`config.mk`:
```
export PLATFORM = sky130hd
export DESIGN_NAME = sspc_top
export DESIGN_NICKNAME = d
export VERILOG_FILES = /design/src/verilog/sspc_pkg.sv /design/src/verilog/sspc_sync.sv /design/src/verilog/sspc_baud.sv /design/src/verilog/sspc_top.sv
export VERILOG_INCLUDE_DIRS = /design/src /design/src/verilog
export SDC_FILE = /design/constraint.sdc
export NUM_CORES = 1
export LEC_CHECK = 0
export BUFFER_PORTS_ARGS = -buffer_cell sky130_fd_sc_hd__buf_2
export CELL_PAD_IN_SITES_DETAIL_PLACEMENT = 1
export CELL_PAD_IN_SITES_GLOBAL_PLACEMENT = 1
export CORE_MARGIN = 10
export CORE_UTILIZATION = 47
export CTS_CLUSTER_DIAMETER = 100
export DETAILED_ROUTE_END_ITERATION = 12
export PLACE_DENSITY = 0.83
export RECOVER_POWER = 100
export SLEW_MARGIN = 40
export SYNTH_ARGS = -nofsm -noshare
export SYNTH_HDL_FRONTEND = slang
export SYNTH_HIERARCHICAL = 1
export SYNTH_SLANG_ARGS = --single-unit
```
`constraint.sdc`:
```
create_clock -name pclk -period 5.9 [get_ports pclk]
set_input_delay 0 -clock pclk [delete_from_list [all_inputs] [get_ports pclk]]
set_output_delay 0 -clock pclk [all_outputs]
set_load 0.02 [all_outputs]
```
`src/verilog/sspc_consts.svh`:
```
// register map, writable control mask, reset values and timing of the serial port
`ifndef SSPC_CONSTS_SVH
`define SSPC_CONSTS_SVH

`define SSPC_ADDR_W        12
`define SSPC_OFS_STATUS    12'h000
`define SSPC_OFS_RX        12'h004
`define SSPC_OFS_TX        12'h008
`define SSPC_OFS_DIV       12'h00C
`define SSPC_OFS_CTRL      12'h010

`define SSPC_CTRL_RESET    16'h0000
`define SSPC_CTRL_MASK     16'h1FEF
`define SSPC_DIV_RESET     8'h1B

// 20.48 MHz reference made from the 200 MHz clock: 20.48 / 200 = 64 / 625
`define SSPC_PCLK_KHZ      200000
`define SSPC_REF_KHZ       20480
`define SSPC_REF_NUM       64
`define SSPC_REF_DEN       625

`define SSPC_EDGES_PER_BYTE 16
`define SSPC_STALL_HALVES   2

`endif

```
`src/verilog/sspc_pkg.sv`:
```
// types shared by the serial port control blocks
package sspc_pkg;

	typedef struct packed {
		logic [2:0] rsv_hi;
		logic       cont;
		logic       loopback;
		logic       slv_out_en;
		logic       sel_out_en;
		logic       rx_overwrite;
		logic       udf_repeat;
		logic       tx_mode;
		logic       lsb_first;
		logic       rsv4;
		logic       cpol;
		logic       cpha;
		logic       master;
		logic       enable;
	} sspc_ctrl_t;

	typedef struct packed {
		logic [1:0] rsv;
		logic       rx_ovf;
		logic       rx_irq;
		logic       rx_full;
		logic       tx_udf;
		logic       tx_irq;
		logic       tx_full;
	} sspc_stat_t;

	// one pin as the module sees it: level out, enable active low
	typedef struct packed {
		logic o;
		logic oe_n;
	} sspc_pin_t;

	typedef enum logic [1:0] {
		SSPC_IDLE,
		SSPC_RUN,
		SSPC_STALL
	} sspc_mst_state_t;

endpackage

```
`src/verilog/sspc_sync.sv`:
```
// three-stage pin synchroniser with agreement filter
module sspc_sync #(
	parameter int W = 1
) (
	input  wire logic         pclk,
	input  wire logic         presetn,
	input  wire logic [W-1:0] d,
	output logic      [W-1:0] q
);
	logic [W-1:0] s1_q;
	logic [W-1:0] s2_q;
	logic [W-1:0] s3_q;
	logic [W-1:0] q_q;

	assign q = q_q;

	always_ff @(posedge pclk or negedge presetn) begin
		if (!presetn) begin
			s1_q <= '0;
			s2_q <= '0;
			s3_q <= '0;
			q_q  <= '0;
		end else begin
			s1_q <= d;
			s2_q <= s1_q;
			s3_q <= s2_q;
			for (int i = 0; i < W; i++) begin
				if (s2_q[i] == s3_q[i]) begin
					q_q[i] <= s3_q[i];
				end
			end
		end
	end
endmodule

```
`src/verilog/sspc_baud.sv`:
```
// half-period tick generator for the master serial clock
`include "sspc_consts.svh"
module sspc_baud #(
	parameter int NUM = `SSPC_REF_NUM,
	parameter int DEN = `SSPC_REF_DEN
) (
	input  wire logic       pclk,
	input  wire logic       presetn,
	input  wire logic       run,
	input  wire logic [7:0] div,
	output logic            half_tick
);
	localparam logic [9:0] NUM_C = 10'(NUM);
	localparam logic [9:0] DEN_C = 10'(DEN);

	logic [9:0] acc_q;
	logic [8:0] cnt_q;
	wire  [9:0] acc_sum = acc_q + NUM_C;
	wire        ref_tick = acc_sum >= DEN_C;
	wire        cnt_end = cnt_q == {1'b0, div};

	// one half period lasts 1+div ticks of the reference
	assign half_tick = run && ref_tick && cnt_end;

	always_ff @(posedge pclk or negedge presetn) begin
		if (!presetn) begin
			acc_q <= '0;
			cnt_q <= '0;
		end else if (!run) begin
			acc_q <= '0;
			cnt_q <= '0;
		end else begin
			acc_q <= ref_tick ? acc_sum - DEN_C : acc_sum;
			if (ref_tick) begin
				cnt_q <= cnt_end ? 9'h000 : cnt_q + 9'h001;
			end
		end
	end
endmodule

```
`src/verilog/sspc_top.sv`:
```
// serial port control: APB registers, master and slave byte engines
//
// Decided for this implementation: register access over APB and the address map.
`include "sspc_consts.svh"
module sspc_top (
	input  wire logic                    pclk,
	input  wire logic                    presetn,
	input  wire logic                    psel,
	input  wire logic                    penable,
	input  wire logic                    pwrite,
	input  wire logic [31:0]             paddr,
	input  wire logic [31:0]             pwdata,
	output logic      [31:0]             prdata,
	output logic                         pready,
	output logic                         pslverr,
	input  wire logic                    sclk_i,
	output sspc_pkg::sspc_pin_t          sclk_pin,
	input  wire logic                    mosi_i,
	output sspc_pkg::sspc_pin_t          mosi_pin,
	input  wire logic                    miso_i,
	output sspc_pkg::sspc_pin_t          miso_pin,
	input  wire logic                    sel_n_i,
	output sspc_pkg::sspc_pin_t          sel_n_pin,
	output logic                         irq
);
	sspc_pkg::sspc_ctrl_t      ctrl_q;
	sspc_pkg::sspc_stat_t      stat;
	sspc_pkg::sspc_mst_state_t mst_q;
	logic [7:0] div_q;
	logic [7:0] tx_q;
	logic       tx_full_q;
	logic [7:0] prev_q;
	logic       tx_udf_q;
	logic       tx_irq_q;
	logic [7:0] rx_q;
	logic       rx_full_q;
	logic       rx_ovf_q;
	logic       start_req_q;
	logic [7:0] tsh_q;
	logic [7:0] rsh_q;
	logic [3:0] rcnt_q;
	logic       dout_q;
	logic       sclk_q;
	logic       sel_n_q;
	logic [4:0] edge_q;
	logic       s_sclk_q;
	logic       s_sel_n_q;
	logic       s_act_q;

	// apb decode
	wire [11:0] ofs = paddr[11:0];
	wire        acc = psel && penable;
	wire        hit_stat = ofs == `SSPC_OFS_STATUS;
	wire        hit_rx = ofs == `SSPC_OFS_RX;
	wire        hit_tx = ofs == `SSPC_OFS_TX;
	wire        hit_div = ofs == `SSPC_OFS_DIV;
	wire        hit_ctrl = ofs == `SSPC_OFS_CTRL;
	wire        mapped = (paddr[31:12] == 20'h00000)
		&& (hit_stat || hit_rx || hit_tx || hit_div || hit_ctrl);
	wire        wr_tx = acc && pwrite && hit_tx && mapped;
	wire        wr_div = acc && pwrite && hit_div && mapped;
	wire        wr_ctrl = acc && pwrite && hit_ctrl && mapped;
	wire        rd_rx = acc && !pwrite && hit_rx && mapped;

	assign pready = 1'b1;
	assign pslverr = acc && !mapped;
	assign stat = '{rsv: 2'b00, rx_ovf: rx_ovf_q, rx_irq: rx_full_q || rx_ovf_q,
		rx_full: rx_full_q, tx_udf: tx_udf_q, tx_irq: tx_irq_q, tx_full: tx_full_q};
	assign prdata = !(acc && !pwrite && mapped) ? 32'h0000_0000
		: hit_stat ? {24'h000000, stat}
		: hit_rx ? {24'h000000, rx_q}
		: hit_div ? {24'h000000, div_q}
		: hit_ctrl ? {16'h0000, ctrl_q}
		: 32'h0000_0000;

	// mode terms
	wire en = ctrl_q.enable;
	wire is_mst = en && ctrl_q.master;
	wire is_slv = en && !ctrl_q.master;
	wire cpha = ctrl_q.cpha;
	wire cpol = ctrl_q.cpol;

	// pin synchronisers
	logic p_sclk;
	logic p_mosi;
	logic p_miso;
	logic p_sel_n;

	sspc_sync #(
		.W (4)
	) u_sync (
		.pclk    (pclk),
		.presetn (presetn),
		.d       ({sclk_i, mosi_i, miso_i, sel_n_i}),
		.q       ({p_sclk, p_mosi, p_miso, p_sel_n})
	);

	// master half-period ticks
	logic half_tick;

	sspc_baud u_baud (
		.pclk      (pclk),
		.presetn   (presetn),
		.run       (is_mst && mst_q != sspc_pkg::SSPC_IDLE),
		.div       (div_q),
		.half_tick (half_tick)
	);

	// master start conditions
	wire mst_go = ctrl_q.tx_mode ? tx_full_q : start_req_q;
	wire m_start = is_mst && mst_q == sspc_pkg::SSPC_IDLE && mst_go;
	wire m_edge = is_mst && mst_q == sspc_pkg::SSPC_RUN && half_tick;
	wire m_last = m_edge && edge_q == 5'(`SSPC_EDGES_PER_BYTE - 1);
	wire m_more = ctrl_q.cont && tx_full_q;
	wire m_stall_end = is_mst && mst_q == sspc_pkg::SSPC_STALL && half_tick
		&& edge_q == 5'(`SSPC_STALL_HALVES - 1);

	// slave edge detection on the filtered clock
	wire s_frame = is_slv && !p_sel_n;
	wire s_begin = is_slv && !p_sel_n && s_sel_n_q;
	wire s_edge = s_frame && s_act_q && (p_sclk != s_sclk_q);
	wire s_lead = s_edge && (s_sclk_q == cpol);

	// shared shift events: sample on one edge, launch on the other
	wire m_lead = m_edge && !edge_q[0];
	wire lead = is_mst ? m_lead : s_lead;
	wire any_edge = m_edge || s_edge;
	wire do_sample = any_edge && (lead != cpha);
	wire do_shift = any_edge && (lead == cpha);
	wire do_load = m_start || (m_last && m_more) || s_begin;
	wire miso_eff = ctrl_q.loopback ? dout_q : p_miso;
	wire din = is_mst ? miso_eff : p_mosi;
	wire rx_done = do_sample && rcnt_q == 4'h7;

	// next transmit byte, underflow substitute when empty
	wire [7:0] load_byte = tx_full_q ? tx_q : (ctrl_q.udf_repeat ? prev_q : 8'h00);
	wire load_udf = do_load && !tx_full_q;
	wire [7:0] shift_src = do_load ? load_byte : tsh_q;
	wire out_bit = ctrl_q.lsb_first ? shift_src[0] : shift_src[7];
	wire [7:0] shifted = ctrl_q.lsb_first ? {1'b0, shift_src[7:1]}
		: {shift_src[6:0], 1'b0};
	wire [7:0] rx_next = ctrl_q.lsb_first ? {din, rsh_q[7:1]} : {rsh_q[6:0], din};

	// control and divider registers
	always_ff @(posedge pclk or negedge presetn) begin
		if (!presetn) begin
			ctrl_q <= `SSPC_CTRL_RESET;
			div_q <= `SSPC_DIV_RESET;
		end else begin
			if (wr_ctrl) begin
				ctrl_q <= pwdata[15:0] & `SSPC_CTRL_MASK;
			end
			if (wr_div) begin
				div_q <= pwdata[7:0];
			end
		end
	end

	// transmit holding and its flags; set wins over clear, except a write beats a non-underflow load on tx_irq
	always_ff @(posedge pclk or negedge presetn) begin
		if (!presetn) begin
			tx_q <= 8'h00;
			tx_full_q <= 1'b0;
			prev_q <= 8'h00;
			tx_udf_q <= 1'b0;
			tx_irq_q <= 1'b0;
		end else begin
			if (wr_tx) begin
				tx_q <= pwdata[7:0];
			end
			tx_full_q <= wr_tx || (tx_full_q && !do_load);
			if (do_load) begin
				prev_q <= load_byte;
			end
			tx_udf_q <= load_udf || (tx_udf_q && !wr_tx);
			tx_irq_q <= (do_load && !wr_tx) || load_udf
				|| (tx_irq_q && !wr_tx && !(!en && mst_q == sspc_pkg::SSPC_IDLE));
		end
	end

	// receive holding, full and overflow; new data wins over the read
	always_ff @(posedge pclk or negedge presetn) begin
		if (!presetn) begin
			rx_q <= 8'h00;
			rx_full_q <= 1'b0;
			rx_ovf_q <= 1'b0;
			start_req_q <= 1'b0;
		end else begin
			if (rx_done && (!rx_full_q || rd_rx || ctrl_q.rx_overwrite)) begin
				rx_q <= rx_next;
			end
			rx_full_q <= rx_done || (rx_full_q && !rd_rx);
			rx_ovf_q <= (rx_done && rx_full_q && !rd_rx) || (rx_ovf_q && !rd_rx);
			start_req_q <= (rd_rx && is_mst && !ctrl_q.tx_mode)
				|| (start_req_q && !do_load && is_mst && !ctrl_q.tx_mode);
		end
	end

	// master sequencer
	always_ff @(posedge pclk or negedge presetn) begin
		if (!presetn) begin
			mst_q <= sspc_pkg::SSPC_IDLE;
			edge_q <= 5'h00;
		end else if (!is_mst) begin
			mst_q <= sspc_pkg::SSPC_IDLE;
			edge_q <= 5'h00;
		end else begin
			unique case (mst_q)
				sspc_pkg::SSPC_IDLE: begin
					edge_q <= 5'h00;
					if (m_start) begin
						mst_q <= sspc_pkg::SSPC_RUN;
					end
				end
				sspc_pkg::SSPC_RUN: begin
					if (m_last) begin
						edge_q <= 5'h00;
						if (m_more) begin
							mst_q <= sspc_pkg::SSPC_RUN;
						end else if (ctrl_q.cont) begin
							mst_q <= sspc_pkg::SSPC_IDLE;
						end else begin
							mst_q <= sspc_pkg::SSPC_STALL;
						end
					end else if (m_edge) begin
						edge_q <= edge_q + 5'h01;
					end
				end
				sspc_pkg::SSPC_STALL: begin
					if (m_stall_end) begin
						mst_q <= sspc_pkg::SSPC_IDLE;
						edge_q <= 5'h00;
					end else if (half_tick) begin
						edge_q <= edge_q + 5'h01;
					end
				end
			endcase
		end
	end

	// serial clock and select of the master
	always_ff @(posedge pclk or negedge presetn) begin
		if (!presetn) begin
			sclk_q <= 1'b0;
			sel_n_q <= 1'b1;
		end else begin
			if (!is_mst || mst_q != sspc_pkg::SSPC_RUN || m_last) begin
				sclk_q <= cpol;
			end else if (m_edge) begin
				sclk_q <= ~sclk_q;
			end
			// released a cycle after the last edge so the final sample sees select low
			sel_n_q <= !((m_start || mst_q == sspc_pkg::SSPC_RUN) && is_mst);
		end
	end

	// slave framing state
	always_ff @(posedge pclk or negedge presetn) begin
		if (!presetn) begin
			s_sclk_q <= 1'b0;
			s_sel_n_q <= 1'b1;
			s_act_q <= 1'b0;
		end else begin
			s_sclk_q <= p_sclk;
			s_sel_n_q <= p_sel_n || !is_slv;
			s_act_q <= s_frame;
		end
	end

	// shared shift registers
	always_ff @(posedge pclk or negedge presetn) begin
		if (!presetn) begin
			tsh_q <= 8'h00;
			rsh_q <= 8'h00;
			rcnt_q <= 4'h0;
			dout_q <= 1'b0;
		end else begin
			if ((do_load && !cpha) || do_shift) begin
				dout_q <= out_bit;
				tsh_q <= shifted;
			end else if (do_load) begin
				tsh_q <= load_byte;
			end
			if (do_load) begin
				rcnt_q <= 4'h0;
			end else if (do_sample) begin
				rsh_q <= rx_next;
				rcnt_q <= rx_done ? 4'h0 : rcnt_q + 4'h1;
			end
		end
	end

	// pin drive, enables low while driving
	assign sclk_pin = '{o: sclk_q, oe_n: !is_mst};
	assign mosi_pin = '{o: dout_q, oe_n: !is_mst};
	assign miso_pin = '{o: dout_q, oe_n: !(is_slv && ctrl_q.slv_out_en && !p_sel_n)};
	assign sel_n_pin = '{o: sel_n_q, oe_n: !(is_mst && ctrl_q.sel_out_en)};

	// request line: empty transmit in write mode, full receive in read mode
	assign irq = ctrl_q.tx_mode ? tx_irq_q : (rx_full_q || rx_ovf_q);
endmodule

```
==> results of run 1 <==
[tightest hold or removal path: stages]
cell	delay (ps)
buf_2	90
nor3b_1	70
nand3_2	150
a211oi_1	100
[cell usage in the layout, fill, tap and decap left out, types with 6 or more instances in the layout]
cell	instances
buf_2	55
mux2_2	36
o21ai_0	19
dfrtp_1	112
inv_1	29
conb_1	20
ha_1	12
nand2b_1	7
a22o_1	21
nor2_1	38
o21a_1	6
clkbuf_1	26
xor2_1	6
nor3b_1	6
and2_1	6
nor3_1	15
clkbuf_16	17
xnor2_1	11
a21oi_1	18
nand2_1	43
mux2i_1	29
nor4_1	10
dlygate4sd3_1	18
a22oi_1	7
dfstp_2	6
nand3_1	13
[routing by layer]
metal / vias up / part of all wire
li1: 2220 / -
met1: 2483 / 0.41
met2: 154 / 0.52
met3: 43 / 0.053
met4: 0 / 0.025
met5: - / 0
[cell usage after synthesis, types with 4 or more instances]
cell type    n  area (sq um)
or2_2        5          31.3
nor3b_1      6          45.0
maj3_2       4          45.0
nand3_1     12          60.1
xor2_1       6          52.6
dfstp_2      6           158
nand2b_1     7          43.8
nor4_1      10          62.6
nor2b_1      5          31.3
clkbuf_1     7          26.3
mux2i_1     29           290
a22oi_1      7          52.6
a22o_1      21           184
inv_1       28           105
dfrtp_1    112          2800
nor3_1      15          75.1
ha_1        12           150
mux2_2      38           428
o21a_1       6          45.0
and2_1      10          62.6
buf_4       28           210
buf_2        4          20.0
o21ai_0     19          95.1
and3_1       5          31.3
a21oi_1     18          90.1
nor2_1      37           139
nand2_1     43           161
xnor2_1     11          96.3
[logic make-up after synthesis]
kind of cell / after synthesis / share of synthesized area
buffers and inverters: 74 / 0.0685
AND/OR/NAND/NOR: 181 / 0.155
multiplexers: 68 / 0.116
adder cells (fa/ha/maj): 16 / 0.0311
flip-flops: 118 / 0.471
XOR/XNOR: 17 / 0.0237
AO/OA/AOI/OAI: 109 / 0.133
other: 2 / 0.00119
[power by group through the flow]
stage / clock network, W / registers [W] / logic [W]
floorplan: 0 / 0.000835 / 0.0000376
global placement: 0 / 0.000836 / 0.0000674
detailed placement: 0 / 0.000837 / 0.0000699
CTS: 0.00107 / 0.000823 / 0.0000806
global route: 0.00111 / 0.000823 / 0.0000873
finish: 0.00105 / 0.000823 / 0.0000787
[timing repair]
item / CTS / global route
endpoints found under the hold margin: 91 / 0
hold buffers: 18 / 0
resized for setup: 0 / 0
[worst paths after layout]
kind                                start              end  cells after the start
max                                    en         rsh_q[7]                     10
min                                pwrite      start_req_q                      4
max reg2reg                            en         rsh_q[7]                     10
min reg2reg                u_sync/s1_q[3]   u_sync/s2_q[3]                      0
max in group asynchronous         presetn        rcnt_q[2]                      3
min in group asynchronous         presetn  u_baud/cnt_q[0]                      2
[stage by stage]
stage | worst slack (ps) | util
global route | 686 | 0.558
finish | 1180 | 0.558
CTS | 1800 | 0.564
detailed placement | 1910 | 0.506
floorplan | 2580 | -
global placement | 2060 | 0.506
[final cells by class]
cell class | count | share of cell area
Sequential cell | 118 | 0.402
Timing Repair Buffer | 97 | 0.0748
Clock inverter | 9 | 0.0170
Clock buffer | 23 | 0.0636
Tap cell | 176 | 0.0299
Multi-Input combinational cell | 411 | 0.397
Inverter | 30 | 0.0155
[flip-flops by register name, summed over array words and instances (netlist names), 8 cells and up]
name,flops
rsh_q,8
ctrl_q,9
u_baud/cnt_q,9
tx_q,8
div_q,8
rx_q,8
u_baud/acc_q,10
tsh_q,8
prev_q,8
==> metrics, run 1 <==
status=finished, violations left; failing checks=capacitance limit, slew limit; max-slew violations=63; Routed Antenna Nets=0; synth unique cells=78; Die ar.=18400 sq um; IO Port Bufs=76; DR WL/cell=21.0 um; GRT Util Overall=0.204; Startpoint Class=flip-flop; number of flops mapped to enable cells by yosys=0; number of fill cells in the layout=1471; Top FF cell, synth=dfrtp_1; GR Overflow Total=0; Internal=0.00153 W; Setup Crit Path Kind=flip-flop to flip-flop; worst hold margin=46.3 ps; first-pass GRT wire length=29500 um; Std-Cell Rows=42; max cap viols=1; clock network fraction of total power=0.538; Critical Path Fanout Max=22; clock buffer depth=2; CP top delay family=simple AND/OR/NAND/NOR gates; via/cell ratio=5.67; f_max=212 MHz; area occupied by multi-input gates=2920 sq um; placed insts=814; Leakage Power=3.28 nW; Worst path slowest cell=nor2_1; Final HPWL DP=12100 um; layer with the highest usage=met2; # diodes=0; GR met2 Demand/Resource=0.350; number of synthesized register bits=118; vias in the first global route=5461; setup TNS after final layout=0 ps; Post-Syn Area per Cell=10.7 sq um; met1 Track Usage GR=0.235; Net Sw Power=0.000423 W; Starting Density=0.476; ys async rst share=1.00; DRC errors left=0; CTS tree=built; Layout area overhead=17.1%; HP Class=input pin to flip-flop; Switching Share=0.217; Gate power share=0.040; fin crit period=4720 ps; routed via count=4900; total of warnings raised by yosys=6; Reg power frac=0.421; Setup Skew=8.48 ps; Slew HR=-1.28; Clk Latency, worst-skew pair=420 ps; H-tree depth=4; non-filler cells in the finished layout=864; Power Total=0.00195 W; post-route cell area=7360 sq um; cells after synthesis=585; CTS Sinks=118; initial antenna violation count=0; IO Pins=116; largest net degree at the start of global routing=63; core area=13200 sq um; critical path arrival=5020 ps; slowest cell delay on critical path=740 ps; crit path buf inv count=2; worst vdd ir=0.000173 V; cell chain of the critical path=and2_0 > clkinvlp_2 > nor2_1 > clkbuf_1 > and3_1 > nand4_1 > o21ai_0 > o22ai_1 > nor2_1 > mux2_2; Clock Tree Root=clkbuf_16; Setup crit end kind=flip-flop; Syn Std Cell Area=6280 sq um; met3 usage=0.0519; number of DRC markers in iteration 0=347; Power Density=265 nW/um^2; routability cong.=0.878; register area=2960 sq um; sequential area share after synthesis=0.471; TritonCTS buffer count=17; proportion of layout cells with a drive suffix above 1=0.217; RSZ-0062 raised after global routing=no; clock slew at reported path FFs=60 ps; Post-DP Area=6670 sq um; fin crit share=0.800; cell mode on critical path=nor2_1; chip height=136 um; reg-to-reg slack, setup=1180 ps; critical path data required time=6200 ps; worst-margin pin slew=3420 ps; total iterations of the first detailed-routing run=4; Post-CTS Setup Bufs=0; Setup Viol. Count Final=0; NumNets Final=760; Final Hold Vio Count=0; Routed WL=18100 um; die width=136 um
No activity file was read; power rests on OpenSTA's default activity.
==> inputs of run 2 (changes only) <==
CORE_UTILIZATION = 40   (was 47)
PLACE_DENSITY = 0.75   (was 0.83)
clock period = 4 ns   (was 5.9 ns; I/O delays follow)
==> run 2 against run 1 <==
Effect of this change:
- register-to-register slack got worse by 950 ps
- count of clock-buffer cells in the layout decreased by 3
- via count decreased by 2.6%
- power increased by 46%
- largest cell class unchanged
- wire length decreased by 4.4%
- critical path depth increased by 2
- first-iteration DRC count decreased by 16%
- clock power increased by 45%
- the flow still finishes with violations (capacitance limit, slew limit)
==> metrics, run 2 (synthesis results as in run 1) <==
Clk Latency, worst-skew pair=420 ps (about the same); slowest cell delay on critical path=430 ps (-310 ps); GR Overflow Total=0 (unchanged); Startpoint Class=flip-flop; Largest regs=u_baud/acc_q (10), ctrl_q (9), u_baud/cnt_q (9); f_max=266 MHz (+25%); cell chain of the critical path=ha_1 > xor2_1 > a211oi_4 > nor2_1 > and3_1 > nand4_1 > o32ai_1 > o22ai_2 > or2_4 > a31oi_4 > buf_4 > mux2i_1; status=finished, violations left; NumNets Final=764 (+0.53%); commonest non-fill, non-tap cell in the layout=dfrtp_1; IO Port Bufs=76 (unchanged); Slew HR=-0.443 (+0.836); IO Pins=116 (unchanged); max-slew violations=87 (+38%); Layout area overhead=18.7%; CTS Sinks=118 (unchanged); Final Hold Vio Count=0 (unchanged); Post-CTS Setup Bufs=0 (unchanged); Setup Skew=7.69 ps (-0.790 ps); routability cong.=0.797 (-9.3%); fin crit share=0.942 (+0.142); Leakage Power=3.30 nW (+0.61%); setup TNS after final layout=0 ps (unchanged); Die ar.=21100 sq um (+15%); max cap viols=1 (unchanged); Setup Crit Path Kind=flip-flop to flip-flop; CTS tree=built; via/cell ratio=5.29 (-6.8%); CP top delay family=simple AND/OR/NAND/NOR gates; # diodes=0 (unchanged); DR WL/cell=19.2 um (-8.6%); Setup Viol. Count Final=0 (unchanged); fin crit period=3770 ps (-953 ps); most frequent cells in the layout=dfrtp_1, buf_2, nand2_1, mux2_2, nor2_1; Routed WL=17300 um (-4.4%); failing checks=capacitance limit, slew limit; max reg flops=10 (unchanged); Clock Tree Root=clkbuf_16; DRC errors left=0 (unchanged); total iterations of the first detailed-routing run=4 (unchanged); initial antenna violation count=0 (unchanged); HP Class=input pin to flip-flop; worst-margin pin slew=2160 ps (-1250 ps); Starting Density=0.410 (-0.0661); Biggest register=u_baud/acc_q; routed via count=4774 (-2.6%); vias in the first global route=5444 (-0.31%); core area=15300 sq um (+16%); Routed Antenna Nets=0 (unchanged); critical path arrival=4100 ps (-920 ps); clock buffer depth=2 (unchanged); largest net degree at the start of global routing=87 (+38%); Critical Path Fanout Max=8 (-64%); first-pass GRT wire length=28500 um (-3.5%); Final HPWL DP=12300 um (+1.8%); RSZ-0062 raised after global routing=no; number of DRC markers in iteration 0=291 (-16%); critical path data required time=4330 ps (-1870 ps); Std-Cell Rows=45 (+7.1%); clock slew at reported path FFs=60 ps (about the same); Worst path slowest cell=dfrtp_1; Power Density=381 nW/um^2 (+44%); chip height=145 um (+7.2%); die width=145 um (+7.2%); crit path buf inv count=1 (-1); H-tree depth=4 (unchanged); TritonCTS buffer count=17 (unchanged); worst vdd ir=0.000290 V (+67%); GRT Util Overall=0.166 (-0.0379); proportion of layout cells with a drive suffix above 1=0.240 (+0.0233); Power Total=0.00285 W (+46%); Setup crit end kind=flip-flop
[run 2: cell type report]
class	instances	area, sq um
fillers	1711	7860
flip-flops and latches	118	2960
multi-input cells	411	2940
repair buffers	101	581
clock buffers	20	467
well taps	211	264
clock inverters	12	128
inverters	30	118
[run 2: metrics by stage]
stage	std cells	instance area (sq um)	worst slack [ps]	util	hold slack (ps)
after floorplan	603	6350	683	-	-296
after global placement	853	6750	478	0.440	108
after detailed placement	853	6750	337	0.441	110
after CTS	903	7520	251	0.491	25.2
after global routing	903	7460	33.1	0.487	62.7
final	903	7460	234	0.487	42.9
[run 2: path summary, 6_finish.rpt]
path                                 startpoint              to  slack (ps)  depth (start not counted)
worst max-delay path            u_baud/acc_q[6]         rx_q[1]         230                         12
worst min-delay path                     pwrite     start_req_q          40                          4
worst max register to register  u_baud/acc_q[6]         rx_q[1]         230                         12
worst min register to register   u_sync/s1_q[2]  u_sync/s2_q[2]         350                          0
max in group asynchronous               presetn         rx_q[6]        1450                          3
min in group asynchronous               presetn       edge_q[1]         740                          2
[run 2: repair_timing]
item	4_1_cts	5_1_grt
setup endpoints to repair	0	1
gates resized for setup	0	1
hold endpoints to repair	115	0
hold buffers	18	0
[run 2: routing by layer]
| metal | track usage | vias to the layer above | share of wire |
|---|---|---|---|
| li1 | - | 2230 | - |
| met1 | 0.199 | 2372 | 0.44 |
| met2 | 0.274 | 142 | 0.49 |
| met3 | 0.0435 | 30 | 0.050 |
| met4 | 0.0733 | 0 | 0.023 |
| met5 | 0 | - | 0 |
[run 2: power breakdown]
part           total, W  switching [W]  leakage, nW  internal (W)
Clock           0.00152       0.000556        0.272      0.000960
Sequential      0.00121     0.00000698         1.54       0.00121
Combinational  0.000116      0.0000742         1.48     0.0000416
[run 2: worst min-delay path, cell delays in order]
cell	delay, ps
buf_2	90
nor3b_1	80
nand3_2	150
a211oi_1	90
==> inputs of run 3 (changes only) <==
BUFFER_PORTS_ARGS = default   (was -buffer_cell sky130_fd_sc_hd__buf_2)
CORE_UTILIZATION = 45   (was 40)
DONT_BUFFER_PORTS = 1   (was default)
PLACE_DENSITY = 0.74   (was 0.75)
SKIP_LAST_GASP = 1   (was default)
==> run 3 against run 2 <==
Effect of this change:
- the run still ends with capacitance limit, slew limit left
- count of clock-buffer cells in the layout is 3 higher
- maximum frequency rose by 0.44%
- critical path depth grew 1
- via count fell by 3.8%
- cell count shrank 11%
- power rose by 1.4%
- cell area is 4.7% lower
- register-to-register slack better by 20 ps
- first-iteration DRC count decreased by 13%
- worst setup slack better by 17 ps
- critical path type unchanged
- highest routed layer unchanged
==> metrics, run 3 (synthesis results as in run 1) <==
routed via count=4591 (-3.8%); Setup Crit Path Kind=flip-flop to flip-flop; CP top delay family=simple AND/OR/NAND/NOR gates; Worst path slowest cell=o22ai_1; first-pass GRT wire length=27900 um (-2.0%); setup TNS after final layout=0 ps (unchanged); Biggest register=u_baud/acc_q; via/cell ratio=5.73 (+8.4%); hold path start=paddr[20]; worst hold margin=36.1 ps (-6.79 ps); largest net degree at the start of global routing=119 (+37%); failing checks=capacitance limit, slew limit; Die ar.=19100 sq um (-9.6%); Largest regs=u_baud/acc_q (10), ctrl_q (9), u_baud/cnt_q (9); Clock Tree Root=clkbuf_16; Setup Viol. Count Final=0 (unchanged); GRT Util Overall=0.179 (+0.0129); non-filler cells in the finished layout=801 (-11%); proportion of layout cells with a drive suffix above 1=0.168 (-0.0719); worst vdd ir=0.000321 V (+11%); CTS Sinks=118 (unchanged); Std-Cell Rows=43 (-4.4%); fin util=0.516 (+0.0291); Final Hold Vio Count=0 (unchanged); NumNets Final=691 (-9.6%); Power Density=406 nW/um^2 (+6.4%); max reg flops=10 (unchanged); critical path data required time=4320 ps (about the same); Final HPWL DP=11700 um (-4.6%); fin crit period=3750 ps (-16.6 ps); routability cong.=0.818 (+2.7%); DRC errors left=0 (unchanged); clock buffer depth=2 (unchanged); slowest cell delay on critical path=590 ps (+160 ps); Leakage Power=3.08 nW (-6.5%); DR WL/cell=21.1 um (+10%); IO Port Bufs=0 (-100%); status=finished, violations left; RR Endpoint=rx_q[1]; Starting Density=0.456 (+0.0459); H-tree depth=4 (unchanged); chip height=138 um (-4.9%); f_max=267 MHz (+0.44%); Setup Skew=6.09 ps (-1.60 ps); Routed Antenna Nets=0 (unchanged); crit path buf inv count=2 (+1); reg-to-reg slack, setup=250 ps (+20 ps); CTS tree=built; Startpoint Class=flip-flop; Power Total=0.00288 W (+1.4%); GR Overflow Total=0 (unchanged); die width=138 um (-4.9%); r2r startpoint=u_baud/acc_q[0]; Hold Path Sink=start_req_q; Crit path depth=13 (+1); worst-margin pin slew=2960 ps (+796 ps); commonest non-fill, non-tap cell in the layout=dfrtp_1; worst reg2reg path depth=13 (+1); critical path arrival=4070 ps (-30 ps); IO Pins=116 (unchanged); Routed WL=16900 um (-2.2%); max cap viols=1 (unchanged); clock slew at reported path FFs=50 ps (about the same); Post-CTS Setup Bufs=0 (unchanged); HP Class=input pin to flip-flop; Slew HR=-0.973 (-0.531); TritonCTS buffer count=17 (unchanged); hold path depth=5 (+1); Setup crit end kind=flip-flop; max-slew violations=119 (+37%); placed insts=746 (-13%); Layout area overhead=13.1%; initial antenna violation count=2 (+2); number of DRC markers in iteration 0=253 (-13%); Clk Latency, worst-skew pair=420 ps (about the same); core area=13800 sq um (-10%); total iterations of the first detailed-routing run=4 (unchanged); fin crit share=0.937 (-0.00416); Critical Path Fanout Max=8 (unchanged); most frequent cells in the layout=dfrtp_1, nand2_1, mux2_2, nor2_1; vias in the first global route=5017 (-7.8%); cell chain of the critical path=inv_1 > ha_1 > or4b_4 > a211oi_4 > nor2_1 > and3_1 > nand4_1 > o32ai_2 > o22ai_1 > or2_4 > a31oi_4 > buf_4 > mux2i_1
[run 3: cell types whose count changed in the layout (fill, tap and decap cells not counted), moves of 2 or more]
cell	before	now
diode_2	0	2
clkinv_2	3	5
clkinvlp_4	7	1
nor3_1	15	17
nor3_2	2	0
clkbuf_1	20	4
dlygate4sd3_1	18	20
buf_2	57	0
[run 3: timing repair]
action,CTS,global route
hold endpoints to repair,153,0
gates resized for setup,0,1
hold buffers,21,0
endpoints found under the setup margin,0,7
[run 3: final cells by class]
class | count | area (sq um)
Timing Repair Buffer | 28 | 250
Multi-Input combinational cell | 411 | 2940
Sequential cell | 118 | 2960
Fill cell | 1523 | 6670
Tap cell | 180 | 225
Antenna cell | 2 | 5.00
Inverter | 30 | 118
Clock inverter | 9 | 123
Clock buffer | 23 | 488
[run 3: worst max-delay path by stage]
stage	from	to	slack, ps
finish	u_baud/acc_q[0]	rx_q[1]	250
global route	u_baud/acc_q[0]	tsh_q[1]	-0.7
CTS	u_baud/acc_q[0]	tsh_q[2]	160
detailed placement	u_baud/acc_q[0]	tsh_q[2]	190
global placement	u_baud/acc_q[0]	tsh_q[2]	380
floorplan	u_baud/acc_q[0]	tsh_q[0]	680
[run 3: worst min-delay path: stages]
cell,delay [ps]
nor4_1,20
nand2_1,70
nor2_1,50
nand3_2,160
a211oi_1,100
[run 3: metrics by stage]
stage          setup slack, ps  cell area [sq um]
6_report                   251               7110
5_1_grt                 -0.748               7110
4_1_cts                    164               7160
3_5_place_dp               190               6320
3_3_place_gp               378               6320
2_1_floorplan              683               6350
[run 3: metal layers]
layer | up-vias | global-route usage | wire length [um]
met4 | 0 | 0.0499 | 252
li1 | 2087 | - | -
met5 | - | 0 | 0
met3 | 18 | 0.0616 | 953
met1 | 2367 | 0.219 | 7350
met2 | 119 | 0.292 | 8380
[run 3: report_power, final]
| group | internal, W | switching (W) | total, W |
|---|---|---|---|
| Clock | 0.00104 | 0.000545 | 0.00158 |
| Sequential | 0.00121 | 0.00000653 | 0.00121 |
| Combinational | 0.0000252 | 0.0000626 | 0.0000878 |
| Total | 0.00227 | 0.000614 | 0.00288 |
